`src/core/fwp_pkg.sv`:
```
// package: flag word layout, timing constants and carrier types
package fwp_pkg;

  // flag word field positions
  localparam int FLAG_W          = 24;
  localparam int OUT0_BIT        = 0;
  localparam int OUT1_BIT        = 1;
  localparam int OUT2_BIT        = 2;
  localparam int OUT3_BIT        = 3;
  localparam int AMP_LSB         = 4;
  localparam int AMP_W           = 2;
  localparam int SHAPE_LSB       = 6;
  localparam int SHAPE_W         = 3;
  localparam int PHZERO_BIT      = 9;
  localparam int OUT4_BIT        = 10;
  localparam int FREQ_LSB        = 11;
  localparam int FREQ_W          = 4;
  localparam int GATE_BIT        = 15;
  localparam int PHASE_LSB       = 16;
  localparam int PHASE_W         = 4;
  localparam int HIOUT_LSB       = 20;
  localparam int HIOUT_W         = 4;
  localparam int HWSEL_W         = 3;

  // reset values
  localparam logic [FLAG_W-1:0] FLAG_RST = 24'h000000;

  // timing
  localparam int CLK_HZ          = 50_000_000;
  localparam int SYNC_HZ         = 10_000_000;
  localparam int SYNC_DIV        = CLK_HZ / SYNC_HZ;
  localparam int START_MAX_CYC   = 2;
  localparam int RESUME_MIN_CYC  = 8;
  localparam int RESUME_CNT_W    = 4;
  localparam int SYNC_CNT_W      = 3;

  // decoded control fields of one instruction
  typedef struct packed {
    logic [FREQ_W-1:0]  freq_sel;
    logic [PHASE_W-1:0] phase_sel;
    logic               rf_gate;
    logic               phase_zero;
    logic [SHAPE_W-1:0] shape_sel;
    logic [AMP_W-1:0]   amp_sel;
  } fwp_ctrl_type;

  // program control events toward the sequencer
  typedef struct packed {
    logic start;
    logic resume;
    logic restart;
  } fwp_event_type;

endpackage : fwp_pkg

```
`src/core/fwp_sync2.sv`:
```
// two-flop synchroniser for a group of asynchronous inputs
`timescale 1ns/1ps
`default_nettype none

module fwp_sync2 #(
  parameter int               W    = 1,
  parameter logic [W-1:0]     INIT = '0
) (
  input  wire logic           clk,
  input  wire logic           rst_b,
  input  wire logic [W-1:0]   d,
  output logic      [W-1:0]   q
);

  logic [W-1:0] meta_reg;

  // first stage feeds only the second stage
  always_ff @(posedge clk or negedge rst_b) begin
    if (!rst_b) begin
      meta_reg <= INIT;
      q        <= INIT;
    end else begin
      meta_reg <= d;
      q        <= meta_reg;
    end
  end

endmodule : fwp_sync2

`default_nettype wire

```
`src/core/fwp_flag_pins.sv`:
```
// flag word mapping, hardware trigger/restart inputs, frequency select pins, sync clock
`timescale 1ns/1ps
`default_nettype none

module fwp_flag_pins #(
  parameter bit EXT_MOD = 1'b1
) (
  input  wire logic                          clk,
  input  wire logic                          rst_b,
  input  wire logic [fwp_pkg::FLAG_W-1:0]    flag_word,
  input  wire logic                          prog_running,
  input  wire logic                          prog_waiting,
  input  wire logic                          sw_trigger,
  input  wire logic                          sw_restart,
  input  wire logic                          ext_start_strobe,
  input  wire logic                          ext_program_restart,
  input  wire logic [fwp_pkg::HWSEL_W-1:0]   ext_freq_sel,
  output fwp_pkg::fwp_ctrl_type              ctrl,
  output fwp_pkg::fwp_event_type             prog_event,
  output logic                               analog_zero,
  output logic                               phase_hold,
  output logic [8:0]                         digital_out,
  output logic                               coax_output_a,
  output logic                               coax_output_b,
  output logic [fwp_pkg::PHASE_W-1:0]        control_pin_header,
  output logic                               sync_clk_out
);

  logic [1:0]                  rst_sync_reg;
  logic                        rst_int_b;
  logic                        trig_s;
  logic                        rstin_s;
  logic [fwp_pkg::HWSEL_W-1:0] sel_s;
  logic                        trig_prev_reg;
  logic                        rstin_prev_reg;
  logic                        trig_fall;
  logic                        rstin_fall;
  logic                        any_trig;
  logic                        resume_pend_reg;
  logic [fwp_pkg::RESUME_CNT_W-1:0] resume_cnt_reg;
  logic [fwp_pkg::SYNC_CNT_W-1:0]   sync_cnt_reg;
  logic                        sync_reg;
  logic [fwp_pkg::FLAG_W-1:0]  f;
  logic [fwp_pkg::FREQ_W-1:0]  sw_freq;

  // reset release through two flops
  always_ff @(posedge clk or negedge rst_b) begin
    if (!rst_b) begin
      rst_sync_reg <= 2'h0;
    end else begin
      rst_sync_reg <= {rst_sync_reg[0], 1'b1};
    end
  end
  assign rst_int_b = rst_sync_reg[1];

  // input synchronisers
  // idle-high pins reset to one so no false edge after reset
  fwp_sync2 #(
    .W    (2),
    .INIT (2'h3)
  ) u_sync_ctl (
    .clk   (clk),
    .rst_b (rst_int_b),
    .d     ({ext_start_strobe, ext_program_restart}),
    .q     ({trig_s, rstin_s})
  );

  fwp_sync2 #(
    .W    (fwp_pkg::HWSEL_W),
    .INIT (3'h0)
  ) u_sync_sel (
    .clk   (clk),
    .rst_b (rst_int_b),
    .d     (ext_freq_sel),
    .q     (sel_s)
  );

  // falling edge detection on synchronised levels
  always_ff @(posedge clk or negedge rst_int_b) begin
    if (!rst_int_b) begin
      trig_prev_reg  <= 1'b1;
      rstin_prev_reg <= 1'b1;
    end else begin
      trig_prev_reg  <= trig_s;
      rstin_prev_reg <= rstin_s;
    end
  end
  assign trig_fall  = trig_prev_reg & ~trig_s;
  assign rstin_fall = rstin_prev_reg & ~rstin_s;

  assign any_trig = trig_fall | sw_trigger;

  // resume delay counter for a program paused in wait
  always_ff @(posedge clk or negedge rst_int_b) begin
    if (!rst_int_b) begin
      resume_pend_reg <= 1'b0;
      resume_cnt_reg  <= 4'h0;
    end else if (rstin_fall || sw_restart) begin
      resume_pend_reg <= 1'b0;
      resume_cnt_reg  <= 4'h0;
    end else if (any_trig && prog_waiting && !resume_pend_reg) begin
      resume_pend_reg <= 1'b1;
      resume_cnt_reg  <= 4'h1;
    end else if (resume_pend_reg) begin
      if (resume_cnt_reg == 4'(fwp_pkg::RESUME_MIN_CYC - 1)) begin
        resume_pend_reg <= 1'b0;
        resume_cnt_reg  <= 4'h0;
      end else begin
        resume_cnt_reg <= resume_cnt_reg + 4'h1;
      end
    end
  end

  always_ff @(posedge clk or negedge rst_int_b) begin
    if (!rst_int_b) begin
      prog_event <= '0;
    end else begin
      // restart on falling edge of restart pin
      prog_event.restart <= rstin_fall | sw_restart;
      // start one cycle after the detected edge
      prog_event.start   <= any_trig & ~prog_running & ~prog_waiting
                            & ~rstin_fall & ~sw_restart;
      prog_event.resume  <= resume_pend_reg
                            & (resume_cnt_reg == 4'(fwp_pkg::RESUME_MIN_CYC - 1));
    end
  end

  // divide master clock by five for the sync output
  always_ff @(posedge clk or negedge rst_int_b) begin
    if (!rst_int_b) begin
      sync_cnt_reg <= 3'h0;
    end else if (sync_cnt_reg == 3'(fwp_pkg::SYNC_DIV - 1)) begin
      sync_cnt_reg <= 3'h0;
    end else begin
      sync_cnt_reg <= sync_cnt_reg + 3'h1;
    end
  end
  // odd divide: high for two of five rising edges plus a falling-edge stretch
  always_ff @(negedge clk or negedge rst_int_b) begin
    if (!rst_int_b) begin
      sync_reg <= 1'b0;
    end else begin
      sync_reg <= (sync_cnt_reg == 3'h1);
    end
  end
  // 50% duty square from both edges
  assign sync_clk_out = (sync_cnt_reg < 3'h2) | sync_reg;

  // flag word alias
  assign f = flag_word;

  // software field must be zero for pin selection; pins low for software
  assign sw_freq = f[fwp_pkg::FREQ_LSB +: fwp_pkg::FREQ_W];

  // registered decode of the flag word, held for the instruction
  always_ff @(posedge clk or negedge rst_int_b) begin
    if (!rst_int_b) begin
      ctrl <= '0;
    end else begin
      // binary pin index merged with software field
      if (EXT_MOD) begin
        ctrl.freq_sel <= sw_freq | {1'b0, sel_s};
      end else begin
        ctrl.freq_sel <= sw_freq;
      end
      ctrl.phase_sel  <= f[fwp_pkg::PHASE_LSB +: fwp_pkg::PHASE_W];
      ctrl.rf_gate    <= f[fwp_pkg::GATE_BIT];
      ctrl.phase_zero <= f[fwp_pkg::PHZERO_BIT];
      ctrl.shape_sel  <= f[fwp_pkg::SHAPE_LSB +: fwp_pkg::SHAPE_W];
      ctrl.amp_sel    <= f[fwp_pkg::AMP_LSB +: fwp_pkg::AMP_W];
    end
  end

  // registered pin outputs
  always_ff @(posedge clk or negedge rst_int_b) begin
    if (!rst_int_b) begin
      digital_out        <= 9'h000;
      coax_output_a      <= 1'b0;
      coax_output_b      <= 1'b0;
      control_pin_header <= 4'h0;
      analog_zero        <= 1'b1;
      phase_hold         <= 1'b0;
    end else begin
      digital_out[0]     <= f[fwp_pkg::OUT0_BIT];
      coax_output_a      <= f[fwp_pkg::OUT0_BIT];
      digital_out[1]     <= f[fwp_pkg::OUT1_BIT];
      coax_output_b      <= f[fwp_pkg::OUT1_BIT];
      // outputs 2, 3, 4 and 5-8
      digital_out[2]     <= f[fwp_pkg::OUT2_BIT];
      digital_out[3]     <= f[fwp_pkg::OUT3_BIT];
      digital_out[4]     <= f[fwp_pkg::OUT4_BIT];
      digital_out[8:5]   <= f[fwp_pkg::HIOUT_LSB +: fwp_pkg::HIOUT_W];
      control_pin_header <= f[fwp_pkg::PHASE_LSB +: fwp_pkg::PHASE_W];
      analog_zero        <= ~f[fwp_pkg::GATE_BIT];
      phase_hold         <= f[fwp_pkg::PHZERO_BIT];
    end
  end

  // assertions
  a_trig_start_lat: assert property (@(posedge clk) disable iff (!rst_int_b)
    (trig_fall && !prog_running && !prog_waiting && !rstin_fall && !sw_restart)
      |=> prog_event.start)
    else $error("start not raised after trigger edge");

  a_restart_edge: assert property (@(posedge clk) disable iff (!rst_int_b)
    rstin_fall |=> prog_event.restart)
    else $error("restart edge not acted on");

  // resume never earlier than eight cycles, even when a restart cuts it short
  a_resume_min_gap: assert property (@(posedge clk) disable iff (!rst_int_b)
    (any_trig && prog_waiting && !resume_pend_reg && !rstin_fall && !sw_restart)
      |=> (!prog_event.resume)[*7])
    else $error("resume came too early");

  // resume arrives on the eighth cycle unless a restart intervenes
  a_resume_arrive: assert property (@(posedge clk) disable iff (!rst_int_b)
    (any_trig && prog_waiting && !resume_pend_reg && !rstin_fall && !sw_restart)
      ##1 (!rstin_fall && !sw_restart)[*7] |=> prog_event.resume)
    else $error("resume not after eight cycles");

  a_fall_detect: assert property (@(posedge clk) disable iff (!rst_int_b)
    trig_fall |-> ($past(trig_s) && !trig_s))
    else $error("trigger edge without falling input");

  a_sync_period: assert property (@(posedge clk) disable iff (!rst_int_b)
    (sync_cnt_reg == 3'h0) |=> ##4 (sync_cnt_reg == 3'h0))
    else $error("sync divider period wrong");

  a_coax_follow: assert property (@(posedge clk) disable iff (!rst_int_b)
    ##1 (coax_output_a == $past(f[0]) && digital_out[0] == coax_output_a))
    else $error("coax a does not follow bit 0");

  a_coax_b_follow: assert property (@(posedge clk) disable iff (!rst_int_b)
    ##1 (coax_output_b == $past(f[1])))
    else $error("coax b does not follow bit 1");

  a_phase_header: assert property (@(posedge clk) disable iff (!rst_int_b)
    ##1 (control_pin_header == $past(f[19:16]) && ctrl.phase_sel == control_pin_header))
    else $error("phase header mismatch");

  a_gate_zero: assert property (@(posedge clk) disable iff (!rst_int_b)
    ##1 (analog_zero == !$past(f[15]) && analog_zero == !ctrl.rf_gate))
    else $error("analog zero not tied to gate");

  a_phase_hold: assert property (@(posedge clk) disable iff (!rst_int_b)
    ##1 (phase_hold == $past(f[9])))
    else $error("phase hold not following bit");

  a_hw_sel_decode: assert property (@(posedge clk) disable iff (!rst_int_b)
    (EXT_MOD && f[14:11] == 4'h0) |=> (ctrl.freq_sel == {1'b0, $past(sel_s)}))
    else $error("select pins decoded wrong");

  // pins at rest leave the software field in charge
  a_sel_soft: assert property (@(posedge clk) disable iff (!rst_int_b)
    (sel_s == 3'h0) |=> (ctrl.freq_sel == $past(f[14:11])))
    else $error("software frequency field not passed");

  // output pins follow their flag bits
  a_digout_map: assert property (@(posedge clk) disable iff (!rst_int_b)
    ##1 (digital_out == {$past(f[23:20]), $past(f[10]), $past(f[3:0])}))
    else $error("digital outputs do not follow flag word");

  // program events
  a_start_blocked: assert property (@(posedge clk) disable iff (!rst_int_b)
    (prog_running || prog_waiting) |=> !prog_event.start)
    else $error("start raised while program active");

  a_restart_sw: assert property (@(posedge clk) disable iff (!rst_int_b)
    sw_restart |=> (prog_event.restart && !prog_event.start))
    else $error("software restart not acted on");

  // sync output rises once every five clocks
  a_sync_rise: assert property (@(posedge clk) disable iff (!rst_int_b)
    $rose(sync_clk_out) |=> ##4 $rose(sync_clk_out))
    else $error("sync output period wrong");

endmodule : fwp_flag_pins

`default_nettype wire

```
`config.mk`:
```
export PLATFORM = sky130hd
export DESIGN_NAME = fwp_flag_pins
export DESIGN_NICKNAME = d
export VERILOG_FILES = /design/src/core/fwp_pkg.sv /design/src/core/fwp_sync2.sv /design/src/core/fwp_flag_pins.sv
export SDC_FILE = /design/constraint.sdc
export NUM_CORES = 1
export LEC_CHECK = 0
export BUFFER_PORTS_ARGS = -buffer_cell sky130_fd_sc_hd__buf_2
export CELL_PAD_IN_SITES_DETAIL_PLACEMENT = 1
export CELL_PAD_IN_SITES_GLOBAL_PLACEMENT = 2
export CORE_MARGIN = 8
export CORE_UTILIZATION = 32
export CTS_CLUSTER_SIZE = 24
export DETAILED_ROUTE_END_ITERATION = 10
export MAX_ROUTING_LAYER = met4
export PLACE_DENSITY = 0.92
export REMOVE_ABC_BUFFERS = 1
export SLEW_MARGIN = 20
export SYNTH_ARGS = -nofsm -noshare
export SYNTH_HDL_FRONTEND = slang
export SYNTH_SLANG_ARGS = --single-unit
export TNS_END_PERCENT = 30
```
`constraint.sdc`:
```
create_clock -name clk -period 2.9 [get_ports clk]
set_input_delay 0.145 -clock clk [delete_from_list [all_inputs] [get_ports clk]]
set_output_delay 0.145 -clock clk [all_outputs]
set_load 0.05 [all_outputs]
```
## Word-level counts from Yosys, hierarchy flattened

Index checks and enable logic that the tools add are counted.

| cells by class | value |
|---|---|
| $lt $le $gt $ge | 1 |
| bitwise operators | 18 |
| multiplexer cells | 9 |
| add/subtract/negate cells | 2 |
| reduce and logical (&&, ||, !) cells | 5 |
| eq/ne operators | 3 |

Operators with widths:

| cell | count |
|---|---|
| $mux W4 | 4 |
| $and A1 B1 Y1 | 7 |
| $not A1 Y1 | 7 |
| $add A4 B1 Y4 const B | 1 |
| $eq A4 B3 Y1 const B | 1 |
| $mux W1 | 4 |
| $or A4 B3 Y4 | 1 |
| $add A3 B1 Y3 const B | 1 |
| $eq A3 B1 Y1 const B | 1 |
| $eq A3 B3 Y1 const B | 1 |
| $lt A3 B2 Y1 const B | 1 |
| $mux W3 | 1 |
| $or A1 B1 Y1 | 3 |
| $reduce_bool A3 Y1 | 1 |
| $logic_and A1 B1 Y1 | 2 |
| $logic_not A1 Y1 | 1 |
| $logic_or A1 B1 Y1 | 1 |

| word-level totals | value |
|---|---|
| bits of input ports | 35 |
| bits in registers | 53 |
| output and inout port bits | 36 |

## Depth between registers and ports, before layout

| depth | value |
|---|---|
| word-level depth | 7 |
| mapped depth | 5 |

## Cells and area by module

A second synthesis with hierarchy kept.

| second synthesis, totals | value |
|---|---|
| cells, all modules | 103 |
| area total of the unflattened synthesis | 1620.3 µm² |

Modules (own cells, without submodules):

| module | cells an instance | sequential area each (µm²) | times used | area each (µm²) |
|---|---|---|---|---|
| fwp_flag_pins | 93 | 1029.7 | 1 | 1365.1 |
| fwp_sync2 at u_sync_sel | 6 | 150.1 | 1 | 150.1 |
| fwp_sync2 at u_sync_ctl | 4 | 105.1 | 1 | 105.1 |

==> out/metrics.yaml <==
floorplanning:
  initial_core_util_pct: 32.5
  num_rows: 26
  ios: 71
  dieArea_sq_um: 7580
  core_area_sq_um: 4980
  die_width_um: 87.0
  die_h_um: 87.0
synthesis:
  seq_area_frac_synth_pct: 79.6
  ys_top_cells_by_area: "dfrtp_1, dfstp_2, buf_4"
  ys_ff_latch: 51
  synth_flop_cell: "dfrtp_1"
  synth_top_cell_by_area: "dfrtp_1"
  synth_cell_types: 26
  synth_edf_count: 0
  yosysTopAreaCellShare_pct: 66.6
  syn-instance-count: 99
  ys_warn_count: 0
  synth_area_per_cell_sq_um: 16.3
  synth_async_sr_flop_share_pct: 100
  netlist_area_sq_um: 1620
routing:
  drc_errors: 0
  drt_iter0_drc: 20
  antenna_left: 0
  wl_met3_um: 366
  vias: 1109
  wl_met1_um: 1590
  wl_per_cell_um: 16.0
  wl_met2_um: 2310
  drt_first_pass_iters: 2
  routed_via_density: 4.12
  top_layer: "met4"
  wirelength_um: 4290
layout:
  final_cells: 269
  antenna_cells: 0
  reg_top3: "ctrl: 10 flops, digital_out: 9 flops"
  layout-drive-gt1-share_pct: 45.7
  nFillCells: 532
  fin_nets: 237
  regMostFlops: "ctrl"
  largest_reg_flops: 10
  area_delta_synth_final_pct: 50.0
sta:
  tns_ns: 0
  relSlewSlack_pct: 61.3
  finalSetupViolCount: 0
  rsz0062_at_grt: "false"
  fin_skew_ns: 0.0128
  finalMaxSlewViolations: 0
  hold_viol: 0
  worstMarginPinSlew_ns: 0.581
setup_path:
  cp_max_fo: 1
  r2r_slack_ns: 0.56
  cp.arrival_ns: 2.56
  slowest_stage: "dfrtn_1"
  path_cells: "o21bai_1 -> buf_2"
  critPathTopFamily: "flip-flops"
  crit_path_start_kind: "flop"
  endpoint_kind: "output pin"
  critical-path-max-stage-delay_ns: 0.40
  crit_buf_inv: 1
  required_ns: 2.76
  criticalPathCategory: "flop to output pin"
clock_tree:
  cts_buffers: 5
  worst_skew_pair.late_latency_ns: 0.30
  htreeDepth: 2
  ctsResizeCount: 0
  cts_tree: "yes"
  clock-root-buffer: "clkbuf_8"
  clk_path_buf_depth: 2
  clkSinkCount: 51
  clk_pin_slew_ns: 0.10
placed_design:
  dp_hpwl_um: 2760
  dp_cells: 233
  place.port_buffers: 70
  place_congestion: 0.742
power_and_ir_drop:
  p_leak_nw: 1.21
  powerDensity_nw_per_um2: 632
  max-vdd-ir-drop_mv: 0.300
min_path:
  hold_class: "input port to flop"
global_routing:
  grt_max_degree: 49
  antenna_found_initial: 0
  grtUsageTotal_pct: 12.6
  grt_pass1_vias: 1306
  grt_pass1_wl_um: 6910
  grt_overflow: 0
outcome:
  outcome: "completed"
flow_run:
  cap_violations: 0
==> cells in the final DEF, fill, tap and decap left out <==
master / synthesis / layout
a211o_1: 1 / 1
a21boi_0: 1 / 1
a21o_1: 2 / 2
a21oi_1: 4 / 4
a21oi_2: 1 / 1
a22oi_1: 1 / 1
a31oi_1: 1 / 1
a31oi_4: 1 / 1
and4b_1: 1 / 1
buf_2: 0 / 70
buf_4: 7 / 1
bufinv_16: 0 / 2
clkbuf_1: 0 / 1
clkbuf_8: 0 / 5
conb_1: 1 / 1
dfrtn_1: 1 / 1
dfrtp_1: 43 / 42
dfrtp_2: 0 / 1
dfstp_2: 7 / 7
dlygate4sd3_1: 0 / 28
ha_1: 4 / 4
inv_1: 5 / 5
mux2i_1: 1 / 1
nand2_1: 3 / 3
nand2b_1: 2 / 2
nand3_1: 1 / 1
nor2_1: 2 / 2
nor2b_1: 1 / 1
nor3_1: 3 / 3
nor4_1: 1 / 1
o21bai_1: 1 / 1
or2_2: 3 / 3
==> area by class of cell <==
cell class	instances	area (sq um)	area share (%)
clock buffer	6	72.6	3.00
sequential	51	1290	53.1
multi-input combinational	36	259	10.7
inverter	5	18.8	0.775
timing repair buffer	99	638	26.3
clock inverter	2	60.1	2.48
tap	70	87.6	3.62
==> Yosys cell counts (2+ instances only) <==
cell	count
or2_2	3
nand2_1	3
dfstp_2	7
ha_1	4
nor2_1	2
a21oi_1	4
dfrtp_1	43
nor3_1	3
buf_4	7
inv_1	5
nand2b_1	2
a21o_1	2
==> report_power, final <==
group          leakage (nW)  total, mW  internal (mW)  switching, mW
clock                0.0654      0.569          0.345          0.224
combinational         0.549      0.203         0.0663          0.137
sequential            0.595      0.759          0.746         0.0133
==> kinds of logic (layout without fill, tap and decap cells) <==
kind of cell	Yosys count	after routing	share of synthesized area, %
simple gates	17	17	5.73
fa+ha+maj	4	4	3.10
mux	1	1	0.620
buf+inv	12	112	4.42
other cells	1	1	0.232
compound gates	13	13	6.35
flops	51	51	79.6
==> routing by layer <==
metal | GRT usage (%) | vias to the layer above
met5 | - | -
met4 | 3.29 | 0
met3 | 5.28 | 5
met2 | 22.1 | 50
met1 | 12.5 | 542
li1 | - | 512
==> timing repair <==
item / in CTS / in global routing
hold buffers: 28 / 0
buffers inserted: 0 / 0
endpoints found under the hold margin: 30 / 0
==> worst register-to-register path: cells and delay by family, from the launching register on <==
kind	cells	cell delay (ns)
adders and majority gates	1	0.20
and+or+nand+nor	1	0.12
DFF	1	0.43
==> final timing paths <==
| kind | end | start | cells after the start |
|---|---|---|---|
| worst max-delay path | sync_clk_out | sync_reg$_DFF_NN0_ | 2 |
| worst min-delay path | ctrl[12]$_DFF_PN0_ | flag_word[12] | 2 |
| worst max register to register | sync_reg$_DFF_NN0_ | sync_cnt_reg[0]$_DFF_PN0_ | 2 |
| worst min register to register | u_sync_ctl.q[1]$_DFF_PN1_ | u_sync_ctl.meta_reg[1]$_DFF_PN1_ | 0 |
| max in group asynchronous | sync_reg$_DFF_NN0_ | rst_sync_reg[1]$_DFF_PN0_ | 0 |
| min in group asynchronous | rst_sync_reg[1]$_DFF_PN0_ | rst_b | 2 |
==> stage by stage <==
step                utilization (%)  hold slack (ns)  worst slack (ns)  instance area (sq um)  total power, mW
global route                   48.7           0.0198             0.173                   2420             1.59
finish                         48.7           0.0260             0.198                   2420             1.53
floorplan                         -           -0.151            0.0362                   1560            0.884
detailed placement             40.4          -0.0651             0.555                   2010            0.946
global placement               40.4          -0.0669             0.534                   2010            0.942
CTS                            48.7           0.0182             0.199                   2420             1.54
(Power assumes the default switching activity.)
